===== config.mk =====
export PLATFORM = sky130hd
export DESIGN_NAME = pbtc_ctrl
export DESIGN_NICKNAME = d
export VERILOG_FILES = /design/src/verilog/pbtc_ctrl.v /design/src/verilog/pbtc_gap_timer.v
export VERILOG_INCLUDE_DIRS = /design/src /design/src/pkg
export SDC_FILE = /design/constraint.sdc
export NUM_CORES = 1
export LEC_CHECK = 0
export ABC_AREA = 1
export ABC_CLOCK_PERIOD_IN_PS = 2800
export BUFFER_PORTS_ARGS = -buffer_cell sky130_fd_sc_hd__buf_2
export CORE_MARGIN = 1.5
export CORE_UTILIZATION = 50
export CTS_CLUSTER_SIZE = 10
export DETAILED_ROUTE_END_ITERATION = 12
export HOLD_SLACK_MARGIN = 0.03
export PLACE_DENSITY = 0.79
export SLEW_MARGIN = 40
export SYNTH_ARGS = -nofsm -noshare
export SYNTH_HDL_FRONTEND = slang
export SYNTH_HIERARCHICAL = 1
export SYNTH_SLANG_ARGS = --single-unit

===== constraint.sdc =====
create_clock -name core_clk_i -period 2.8 [get_ports core_clk_i]
set_input_delay 0.14 -clock core_clk_i [delete_from_list [all_inputs] [get_ports core_clk_i]]
set_output_delay 0.14 -clock core_clk_i [all_outputs]
set_load 0.02 [all_outputs]

===== src/pkg/pbtc_map.vh =====
`ifndef PBTC_MAP_VH
`define PBTC_MAP_VH
`define PBTC_REG_ADDR 5'h1b
`define PBTC_ERR_MSB 15
`define PBTC_ERR_LSB 8
`define PBTC_RSVD_HI 7
`define PBTC_RSVD_LO 6
`define PBTC_CONT_BIT 5
`define PBTC_PATEN_BIT 4
`define PBTC_RSVD_MID 3
`define PBTC_GAP_BIT 2
`define PBTC_SEL_MSB 1
`define PBTC_SEL_LSB 0
`define PBTC_SEL_DATA_A 2'h0
`define PBTC_SEL_DATA_B 2'h1
`define PBTC_SEL_LINK 2'h2
`define PBTC_SEL_TONE 2'h3
`define PBTC_ERR_MAX 8'hff
`define PBTC_GAP_LONG_NS 15000
`define PBTC_GAP_SHORT_NS 10000
`define PBTC_CLK_NS 10
`define PBTC_SEQ_CYCLES 16'h0064
`endif


===== src/verilog/pbtc_ctrl.v =====
`timescale 1ns/1ps
`include "pbtc_map.vh"
// Operation
// count errored receive nibbles during packet self-test in bits 15:8
// clear the error count whenever packet self-test starts again
// error count saturates at its maximum, never wraps
// continuous bit 5 sends pseudo-random data back to back
// continuous mode acts only while self-test start control is active; code gates it on selftest_run_i instead
// host sets jabber-disable before continuous self-test at 10 Mb/s
// pattern-enable bit 4 gates 10 Mb/s test patterns, resets to 0
// gap bit 2 selects 15 us or 10 us between sequences
// select field: data seq a, data seq b, link pulses, ones tone
// register decoded at management address 0x1b, fields reset zero
// jabber protection off while jabber-disable is 1
// host writes zero to reserved bits 7, 6 and 3
module pbtc_ctrl #(
    parameter TW = 16
) (
    input wire core_clk_i,
    input wire arst_n_i,
    input wire [4:0] reg_addr_i,
    input wire reg_wr_i,
    input wire reg_rd_i,
    input wire [15:0] reg_wdata_i,
    input wire selftest_start_i,
    input wire selftest_run_i,
    input wire nibble_err_i,
    input wire jabber_disable_i,
    input wire ten_meg_mode_i,
    input wire [TW-1:0] seq_cycles_i,
    output reg [15:0] reg_rdata_o,
    output reg reg_hit_o,
    output reg cont_prbs_tx_o,
    output reg no_ipg_o,
    output reg jabber_enable_o,
    output reg pattern_active_o,
    output reg [1:0] pattern_sel_o,
    output reg seq_data_a_o,
    output reg seq_data_b_o,
    output reg seq_link_o,
    output reg seq_tone_o,
    output reg seq_fire_o
);
    // gap lengths rounded up to whole clocks, then cut to the timer width
    localparam [31:0] GAP_LONG_W =
        (`PBTC_GAP_LONG_NS + `PBTC_CLK_NS - 1) / `PBTC_CLK_NS;
    localparam [31:0] GAP_SHORT_W =
        (`PBTC_GAP_SHORT_NS + `PBTC_CLK_NS - 1) / `PBTC_CLK_NS;
    localparam [TW-1:0] GAP_LONG = GAP_LONG_W[TW-1:0];
    localparam [TW-1:0] GAP_SHORT = GAP_SHORT_W[TW-1:0];
    localparam ST_IDLE = 2'h0;
    localparam ST_SEQ = 2'h1;
    localparam ST_GAP = 2'h2;

    reg [7:0] err_count;
    reg cont_mode;
    reg pat_en;
    reg gap_long;
    reg [1:0] pat_sel;
    reg [2:0] rsvd;
    reg start_d;
    reg [1:0] state;
    reg [1:0] next_state;
    reg [TW-1:0] seq_count;
    reg [15:0] next_rdata;
    reg timer_start;
    wire timer_done;
    wire hit;
    wire restart;

    assign hit = (reg_addr_i == `PBTC_REG_ADDR);
    assign restart = selftest_start_i & ~start_d;

    ////////////////////////////////////////////////////////////////////////
    // register file
    always @(posedge core_clk_i or negedge arst_n_i) begin
        if (!arst_n_i) begin
            cont_mode <= 1'b0;
            pat_en <= 1'b0;
            gap_long <= 1'b0;
            pat_sel <= `PBTC_SEL_DATA_A;
            rsvd <= 3'h0;
        end else if (reg_wr_i && hit) begin
            cont_mode <= reg_wdata_i[`PBTC_CONT_BIT];
            pat_en <= reg_wdata_i[`PBTC_PATEN_BIT];
            gap_long <= reg_wdata_i[`PBTC_GAP_BIT];
            pat_sel <= reg_wdata_i[`PBTC_SEL_MSB:`PBTC_SEL_LSB];
            // reserved bits are stored so readback shows what was written
            rsvd <= {reg_wdata_i[`PBTC_RSVD_HI], reg_wdata_i[`PBTC_RSVD_LO],
                reg_wdata_i[`PBTC_RSVD_MID]};
        end
    end

    always @(posedge core_clk_i or negedge arst_n_i) begin
        if (!arst_n_i) begin
            err_count <= 8'h00;
            start_d <= 1'b0;
        end else begin
            start_d <= selftest_start_i;
            // a restart wins over an error in the same cycle
            if (restart) begin
                err_count <= 8'h00;
            end else if (selftest_run_i && nibble_err_i &&
                err_count != `PBTC_ERR_MAX) begin
                err_count <= err_count + 8'h01;
            end
        end
    end

    always @* begin
        next_rdata = 16'h0000;
        next_rdata[`PBTC_ERR_MSB:`PBTC_ERR_LSB] = err_count;
        next_rdata[`PBTC_RSVD_HI] = rsvd[2];
        next_rdata[`PBTC_RSVD_LO] = rsvd[1];
        next_rdata[`PBTC_CONT_BIT] = cont_mode;
        next_rdata[`PBTC_PATEN_BIT] = pat_en;
        next_rdata[`PBTC_RSVD_MID] = rsvd[0];
        next_rdata[`PBTC_GAP_BIT] = gap_long;
        next_rdata[`PBTC_SEL_MSB:`PBTC_SEL_LSB] = pat_sel;
    end

    always @(posedge core_clk_i or negedge arst_n_i) begin
        if (!arst_n_i) begin
            reg_rdata_o <= 16'h0000;
            reg_hit_o <= 1'b0;
        end else begin
            reg_hit_o <= hit & (reg_rd_i | reg_wr_i);
            if (reg_rd_i && hit) begin
                reg_rdata_o <= next_rdata;
            end
        end
    end

    ////////////////////////////////////////////////////////////////////////
    // transmit controls
    always @(posedge core_clk_i or negedge arst_n_i) begin
        if (!arst_n_i) begin
            cont_prbs_tx_o <= 1'b0;
            no_ipg_o <= 1'b0;
            jabber_enable_o <= 1'b1;
        end else begin
            cont_prbs_tx_o <= cont_mode & selftest_run_i;
            no_ipg_o <= cont_mode & selftest_run_i;
            // continuous 10 Mb/s sending relies on the host disabling jabber
            jabber_enable_o <= ~jabber_disable_i;
        end
    end

    ////////////////////////////////////////////////////////////////////////
    // 10 Mb/s pattern sequencer
    always @* begin
        next_state = state;
        timer_start = 1'b0;
        case (state)
            ST_IDLE: begin
                if (pat_en && ten_meg_mode_i) begin
                    next_state = ST_SEQ;
                end
            end
            ST_SEQ: begin
                if (!pat_en) begin
                    next_state = ST_IDLE;
                end else if (pat_sel == `PBTC_SEL_TONE) begin
                    next_state = ST_SEQ; // tone runs with no gap
                end else if (seq_count == {TW{1'b0}}) begin
                    next_state = ST_GAP;
                    timer_start = 1'b1;
                end
            end
            ST_GAP: begin
                if (!pat_en) begin
                    next_state = ST_IDLE;
                end else if (timer_done) begin
                    next_state = ST_SEQ;
                end
            end
            default: begin
                next_state = ST_IDLE;
            end
        endcase
    end

    always @(posedge core_clk_i or negedge arst_n_i) begin
        if (!arst_n_i) begin
            state <= ST_IDLE;
            seq_count <= {TW{1'b0}};
        end else begin
            state <= next_state;
            if (state != ST_SEQ && next_state == ST_SEQ) begin
                seq_count <= seq_cycles_i;
            end else if (state == ST_SEQ && seq_count != {TW{1'b0}}) begin
                seq_count <= seq_count - {{(TW-1){1'b0}}, 1'b1};
            end
        end
    end

    always @(posedge core_clk_i or negedge arst_n_i) begin
        if (!arst_n_i) begin
            pattern_active_o <= 1'b0;
            pattern_sel_o <= `PBTC_SEL_DATA_A;
            seq_data_a_o <= 1'b0;
            seq_data_b_o <= 1'b0;
            seq_link_o <= 1'b0;
            seq_tone_o <= 1'b0;
            seq_fire_o <= 1'b0;
        end else begin
            pattern_active_o <= (next_state == ST_SEQ);
            pattern_sel_o <= pat_sel;
            seq_data_a_o <= (next_state == ST_SEQ) &&
                (pat_sel == `PBTC_SEL_DATA_A);
            seq_data_b_o <= (next_state == ST_SEQ) &&
                (pat_sel == `PBTC_SEL_DATA_B);
            seq_link_o <= (next_state == ST_SEQ) &&
                (pat_sel == `PBTC_SEL_LINK);
            seq_tone_o <= (next_state == ST_SEQ) &&
                (pat_sel == `PBTC_SEL_TONE);
            seq_fire_o <= (state != ST_SEQ) && (next_state == ST_SEQ);
        end
    end

    pbtc_gap_timer #(
        .W(TW)
    ) u_gap (
        .core_clk_i(core_clk_i),
        .arst_n_i(arst_n_i),
        .start_i(timer_start),
        .load_i(gap_long ? GAP_LONG : GAP_SHORT),
        .busy_o(),
        .done_o(timer_done)
    );
endmodule // pbtc_ctrl


===== src/verilog/pbtc_gap_timer.v =====
`timescale 1ns/1ps
// counts down one inter-sequence gap, then pulses done_o for one cycle
module pbtc_gap_timer #(
    parameter W = 16
) (
    input wire core_clk_i,
    input wire arst_n_i,
    input wire start_i,
    input wire [W-1:0] load_i,
    output reg busy_o,
    output reg done_o
);
    reg [W-1:0] count;

    always @(posedge core_clk_i or negedge arst_n_i) begin
        if (!arst_n_i) begin
            count <= {W{1'b0}};
            busy_o <= 1'b0;
            done_o <= 1'b0;
        end else begin
            done_o <= 1'b0;
            if (start_i) begin
                count <= load_i;
                busy_o <= 1'b1;
            end else if (busy_o) begin
                if (count <= {{(W-1){1'b0}}, 1'b1}) begin
                    busy_o <= 1'b0;
                    done_o <= 1'b1;
                end
                count <= count - {{(W-1){1'b0}}, 1'b1};
            end
        end
    end
endmodule // pbtc_gap_timer

# --- Word-level counts from Yosys, hierarchy flattened ---
# Cells that the tools add are included.
word_totals:
  regBits: 80
  inputBits: 46
  wordCells: 84
classes:
  add_sub_neg: 3
  n_lt_le_gt_ge: 1
  n_eq_ne: 9
  n_mux: 24
  bitwise_logic: 6
  n_reduce_logical: 18
op_table:
  columns: ["operator", "count"]
  rows:
  - ["$mux 16", 4]
  - ["$sub 16x1->16 const B", 2]
  - ["$le 16x1->1 const B", 1]
  - ["$logic_not 16->1", 1]
  - ["$mux 8", 2]
  - ["$reduce_bool 16->1", 1]
  - ["$mux 2", 6]
  - ["$logic_and 1x1->1", 11]
  - ["$mux 11", 1]
  - ["$mux 1", 10]
  - ["$add 8x1->8 const B", 1]
  - ["$ne 8x8->1 const B", 1]
  - ["$eq 2x1->1 const B", 3]
  - ["$eq 2x2->1 const B", 3]
  - ["$pmux 2 s3", 1]
  - ["$reduce_bool 2->1", 3]
  - ["$eq 5x5->1 const B", 1]
  - ["$logic_not 2->1", 2]
  - ["$and 1x1->1", 3]
  - ["$ne 2x1->1 const B", 1]
  - ["$not 1->1", 2]
  - ["$or 1x1->1", 1]

# --- Longest topological paths before layout ---
depth:
  word_depth: 8
  ltp_mapped: 13

# --- Hierarchy ---
# The synthesis kept the hierarchy.
by_module_without_submodules:
  columns: ["module", "instances", "cells_each", "area_each_um2", "seq_area_each_um2"]
  rows:
  - ["pbtc_ctrl", 1, 362, 3089.2, 1552.7]
  - ["pbtc_gap_timer", 1, 159, 1191.1, 450.4]

# --- Worst setup path after synthesis ---
# OpenSTA, ideal clock, no wires.
synth_path:
  kind: "register -> register"
  from: "register seq_count[0]"
  to: "register u_gap.count[8]"
  t_arrival_ns: 1.694
  required_ns: 2.673
  path_slack_ns: 0.979
  path_stages_with_launch: 14
  cell_sequence: "dfrtp_1 -> inv_1 -> ha_1 -> nand2_2 -> nor2_1 -> nand4_1 -> nor2_1 -> buf_4 -> inv_2 -> nand2_2 -> inv_2 -> buf_6 -> a22oi_1 -> o21ai_1"
synth_via:
  elab_chain_cells: 6
  elab_cells_between_ends: 7
  classes_between: "mux: 5; reduce/logical: 2"
synth_lines:
  columns: ["element", "line", "source"]
  rows:
  - ["start, declared", "pbtc_ctrl.v:64", "reg [TW-1:0] seq_count;"]
  - ["start signal, assigned", "pbtc_ctrl.v:186", "seq_count <= {TW{1'b0}};"]
  - ["start signal, assigned", "pbtc_ctrl.v:190", "seq_count <= seq_cycles_i;"]
  - ["start signal, assigned", "pbtc_ctrl.v:192", "seq_count <= seq_count - {{(TW-1){1'b0}}, 1'b1};"]
  - ["$logic_not 16->1 (*)", "pbtc_ctrl.v:165", "end else if (seq_count == {TW{1'b0}}) begin"]
  - ["$mux 1 (*)", "pbtc_ctrl.v:165", null]
  - ["$mux 1 (*)", "pbtc_ctrl.v:163", "end else if (pat_sel == `PBTC_SEL_TONE) begin"]
  - ["$mux 1 (*)", "pbtc_ctrl.v:161", "if (!pat_en) begin"]
  - ["$mux 1 (*)", "pbtc_ctrl.v:154", "case (state)"]
  - ["via timer_start", "pbtc_ctrl.v:66", "reg timer_start;"]
  - ["$mux 16 or $reduce_bool 2->1 (tied branches)", null, null]
  - ["end signal, assigned", "pbtc_gap_timer.v:17", "count <= {W{1'b0}};"]
  - ["end signal, assigned", "pbtc_gap_timer.v:23", "count <= load_i;"]
  - ["end signal, assigned", "pbtc_gap_timer.v:30", "count <= count - {{(W-1){1'b0}}, 1'b1};"]
  - ["end, declared", "pbtc_gap_timer.v:13", "reg [W-1:0] count;"]
# The timed path passes the listed nets; every way through them passes the cells marked *.
# A chain may end at the register's enable or synchronous reset.

# --- Final worst setup path ---
layout_path:
  from: "register seq_count[0]"
  to: "register u_gap.count[9]"
# Same word-level chain as after synthesis.

==> results.toml <==
[synthesis]
synth-compound-area-share_pct = 8.477
synth.ff_latch_count = 80
synth-warning-count = 6
synthXorXnorAreaFrac_pct = 3.479
syn-instance-count = 521
yosys.area.top_type_share_pct = 46.19
synth.lib_cells_used.distinct = 41
synth_largest_area_cell = "sky130_fd_sc_hd__dfrtp_1"
synth_area_per_cell_um2 = 8.216
synth.area.mux_share_pct = 0.2631
synth_top_family_by_area = "simple AND/OR/NAND/NOR gates"
synth-seq-area-share_pct = 46.80
synth_simple_gate_area_share_pct = 31.42
synth_fa_ha_area_share_pct = 1.169
ranking_of_synthesized_cells_by_area = "sky130_fd_sc_hd__dfrtp_1 (46%), sky130_fd_sc_hd__nand2_1 (11%), sky130_fd_sc_hd__nand3_1 (5.1%)"
synth_area_mm2 = 0.004280

[job]
maxCapViolations = 0

[timing]
fin_tns_setup_ns = 0
setup-violations-final = 0
timing.max_slew.rel_slack_pct = 52.92
worst_slew_pin_slew_ns = 0.7062
timing_max_transition_violations_final = 0
timing.final.crit_share_pct = 79.69
final.setup.worst_slack_ns = 0.5686
max_clock_freq_mhz = 448.2
clock-skew-final_ns = 0.008471
finalWorstPathRequiredPeriod_ns = 2.231
hold_viol_final = 0
setup_repair_after_global_routing_missed_its_margin = "false"

[placement]
place.gp.congestion = 0.9038
port_buffers = 65
placement.setup.worst_slack_ns = 0.5812
dpl.hpwl_mm = 6.387

[die]
initial_core_util_pct = 51.83
rows = 33
fp.dieW_um = 95.53
chipHeight_um = 95.53
core_mm2 = 0.008258
die-area_mm2 = 0.009125
design.portCount = 74

[critical_path]
max_stage_delay_ns = 0.44
crit_fanout = 12
crit_required_ns = 3.09
regToRegStartpoint = "seq_count[0]"
cp_common_cell = "sky130_fd_sc_hd__nor2_1"
rr_worst_depth = 12
crit_arrival_ns = 2.52
worst-path-stages = 12
cp_top_family = "simple AND/OR/NAND/NOR gates"
timing.rr.end = "u_gap/count[9]"
worstSetupStartpointType = "flip-flop"
crit_chain = "inv_1 > ha_1 > nand2_2 > nor2_1 > nand4_1 > nor2_1 > buf_4 > nor2_2 > inv_2 > nor2_1 > a22oi_1 > nand2_1"
rrSetupSlack_ns = 0.57
cp_capture_type = "flip-flop"
cp.buffers_inverters = 3
timing_worst_setup_path_type = "flip-flop to flip-flop"
worst_path_max_delay_cell = "sky130_fd_sc_hd__nor2_2"

[clock_tree]
post_cts_gate_resize_count = 0
tritoncts_clock_tree = "done"
cts.htree.levels = 3
cts_hold_buf = 18
clock_path_buffers = 2
cts.repair_timing.setup_buffer_count = 0
clock_latency_ns = 0.35
cts.reportedPaths.clkPinSlew_ns = 0.08
cts-root-buf = "sky130_fd_sc_hd__clkbuf_8"
cts_made_buffers = 9
tritoncts_num_sinks = 80

[global_route]
grt_max_degree = 81
first_global_vias = 3621
wire_length_of_the_first_global_routing_pass_mm = 15.28
grt_remaining_overflow = 0
antenna_found_initial = 0
grt_use_total_pct = 21.43

[power]
power_per_unit_of_standard_cell_area_mw_per_mm2 = 728.0
worst_ir_drop_vdd_uv = 332.4
power.leakage_nw = 2.621

[drt]
top_layer_reached_by_signal_wires = "met4"
drt_drc_violations_left = 0
vias = 3644
met1_length_mm = 3.883
first_pass_iters = 4
drt_iter0_drc = 159
wl_per_cell_um = 12.33
met3WireLength_um = 293
drt.antenna.violating_nets = 0
detail_route.wirelength_mm = 8.930
post_drt_via_cell_ratio = 5.033
route.met2.wl_mm = 4.551

[min_path]
hold_path_depth = 3
hold_end = "pat_sel[1]"
holdCritPathClass = "input pin to flip-flop"
min_from = "reg_wdata_i[1]"

[finish]
n_antenna_cell = 0
number_of_nets_in_the_layout = 664
drive_gt1_share_pct = 21.49
area_growth_syn_to_layout_pct = 18.06

[run_status]
run_status = "complete, no violations"
## kinds of logic after synthesis
kind of cell,after synthesis
AO/OA/AOI/OAI,60
adder cells (fa/ha/maj),4
XOR/XNOR,17
multiplexers,1
AND/OR/NAND/NOR,279
buffers and inverters,78
flip-flops,80
other,2
## worst reg2reg max path: stages (launching register included)
cell	delay, ns
sky130_fd_sc_hd__dfrtp_1	0.41
sky130_fd_sc_hd__inv_1	0.08
sky130_fd_sc_hd__ha_1	0.24
sky130_fd_sc_hd__nand2_2	0.14
sky130_fd_sc_hd__nor2_1	0.08
sky130_fd_sc_hd__nand4_1	0.13
sky130_fd_sc_hd__nor2_1	0.07
sky130_fd_sc_hd__buf_4	0.17
sky130_fd_sc_hd__nor2_2	0.44
sky130_fd_sc_hd__inv_2	0.14
sky130_fd_sc_hd__nor2_1	0.12
sky130_fd_sc_hd__a22oi_1	0.08
sky130_fd_sc_hd__nand2_1	0.07
## synthesized netlist by cell type (all sizes together)
master	number
a211oi	1
buf	10
nand3	52
o21ai	24
nand2	138
nor3	8
o211ai	3
dfstp	1
clkbuf	4
or2	1
nor2	70
dfrtp	79
a21oi	16
o221ai	2
mux2	1
ha	4
and2	1
xor2	14
a21boi	1
o31ai	1
nand3b	2
xnor2	3
inv	64
conb	2
nand4	7
o211a	1
a22oi	11
## routing by layer
metal / vias to the layer above / GRT usage [%]
li1: 1837 / -
met1: 1720 / 24.73
met2: 69 / 38.26
met3: 18 / 3.349
met4: 0 / 10.54
met5: - / 0
## flip-flops by register name (all words and copies together) (netlist names), 2 cells and up
signal         cells
pat_sel            2
reg_rdata_o       16
rsvd               3
err_count          8
seq_count         16
state              2
u_gap/count       16
pattern_sel_o      2
## power by group
group / internal [W] / total [W] / switching, W / leakage [nW]
combinational: 0.000472 / 0.00129 / 0.000822 / 1.58
sequential: 0.00139 / 0.00161 / 0.000212 / 0.951
clock: 0.000351 / 0.000780 / 0.000429 / 0.0870
total: 0.00222 / 0.00368 / 0.00146 / 2.62
## cells in the final DEF, fill, tap and decap left out, drive strengths merged, types with 3 or more instances in the layout
master,netlist,final
o211ai,3,3
nand2,138,138
xor2,14,14
nor3,8,8
dfrtp,79,79
a22oi,11,11
nand4,7,7
conb,2,11
xnor2,3,3
nor2,70,70
nand3,52,52
a21oi,16,16
dlygate4sd3,0,18
ha,4,4
clkbuf,4,12
inv,64,65
o21ai,24,24
buf,10,69
## layout make-up
cell class              count  area (um2)
fillers                   743        3204
flip-flops and latches     80        2003
multi-input cells         372        1959
repair buffers             87       541.8
inverters                  64       242.7
clock buffers              12       145.1
well taps                 105       131.4
clock inverters             4       30.03
## worst max path at each step
stage | start | end | slack, ns
after floorplan | seq_count[0] | u_gap/count[8] | 0.98
after global placement | seq_count[0] | u_gap/count[9] | 0.69
after detailed placement | seq_count[0] | u_gap/count[4] | 0.58
after CTS | seq_count[0] | u_gap/count[9] | 0.58
after global routing | seq_count[0] | u_gap/count[9] | 0.34
final | seq_count[0] | u_gap/count[9] | 0.57
## stage by stage
| step | area, um2 | total power, W | cells | hold WS (ns) | utilization [%] |
|---|---|---|---|---|---|
| 6_report | 5054 | 0.003679 | 724 | 0.04370 | 61.20 |
| 5_1_grt | 5054 | 0.003948 | 724 | 0.05885 | 61.20 |
| 4_1_cts | 5054 | 0.003713 | 724 | 0.03250 | 61.20 |
| 3_5_place_dp | 4698 | 0.002906 | 690 | 0.2301 | 56.89 |
| 3_3_place_gp | 4695 | 0.002842 | 690 | 0.2525 | 56.85 |
| 2_1_floorplan | 4314 | 0.002633 | 530 | -0.1556 | - |
Note: power is estimated with default switching activity, not from simulation.
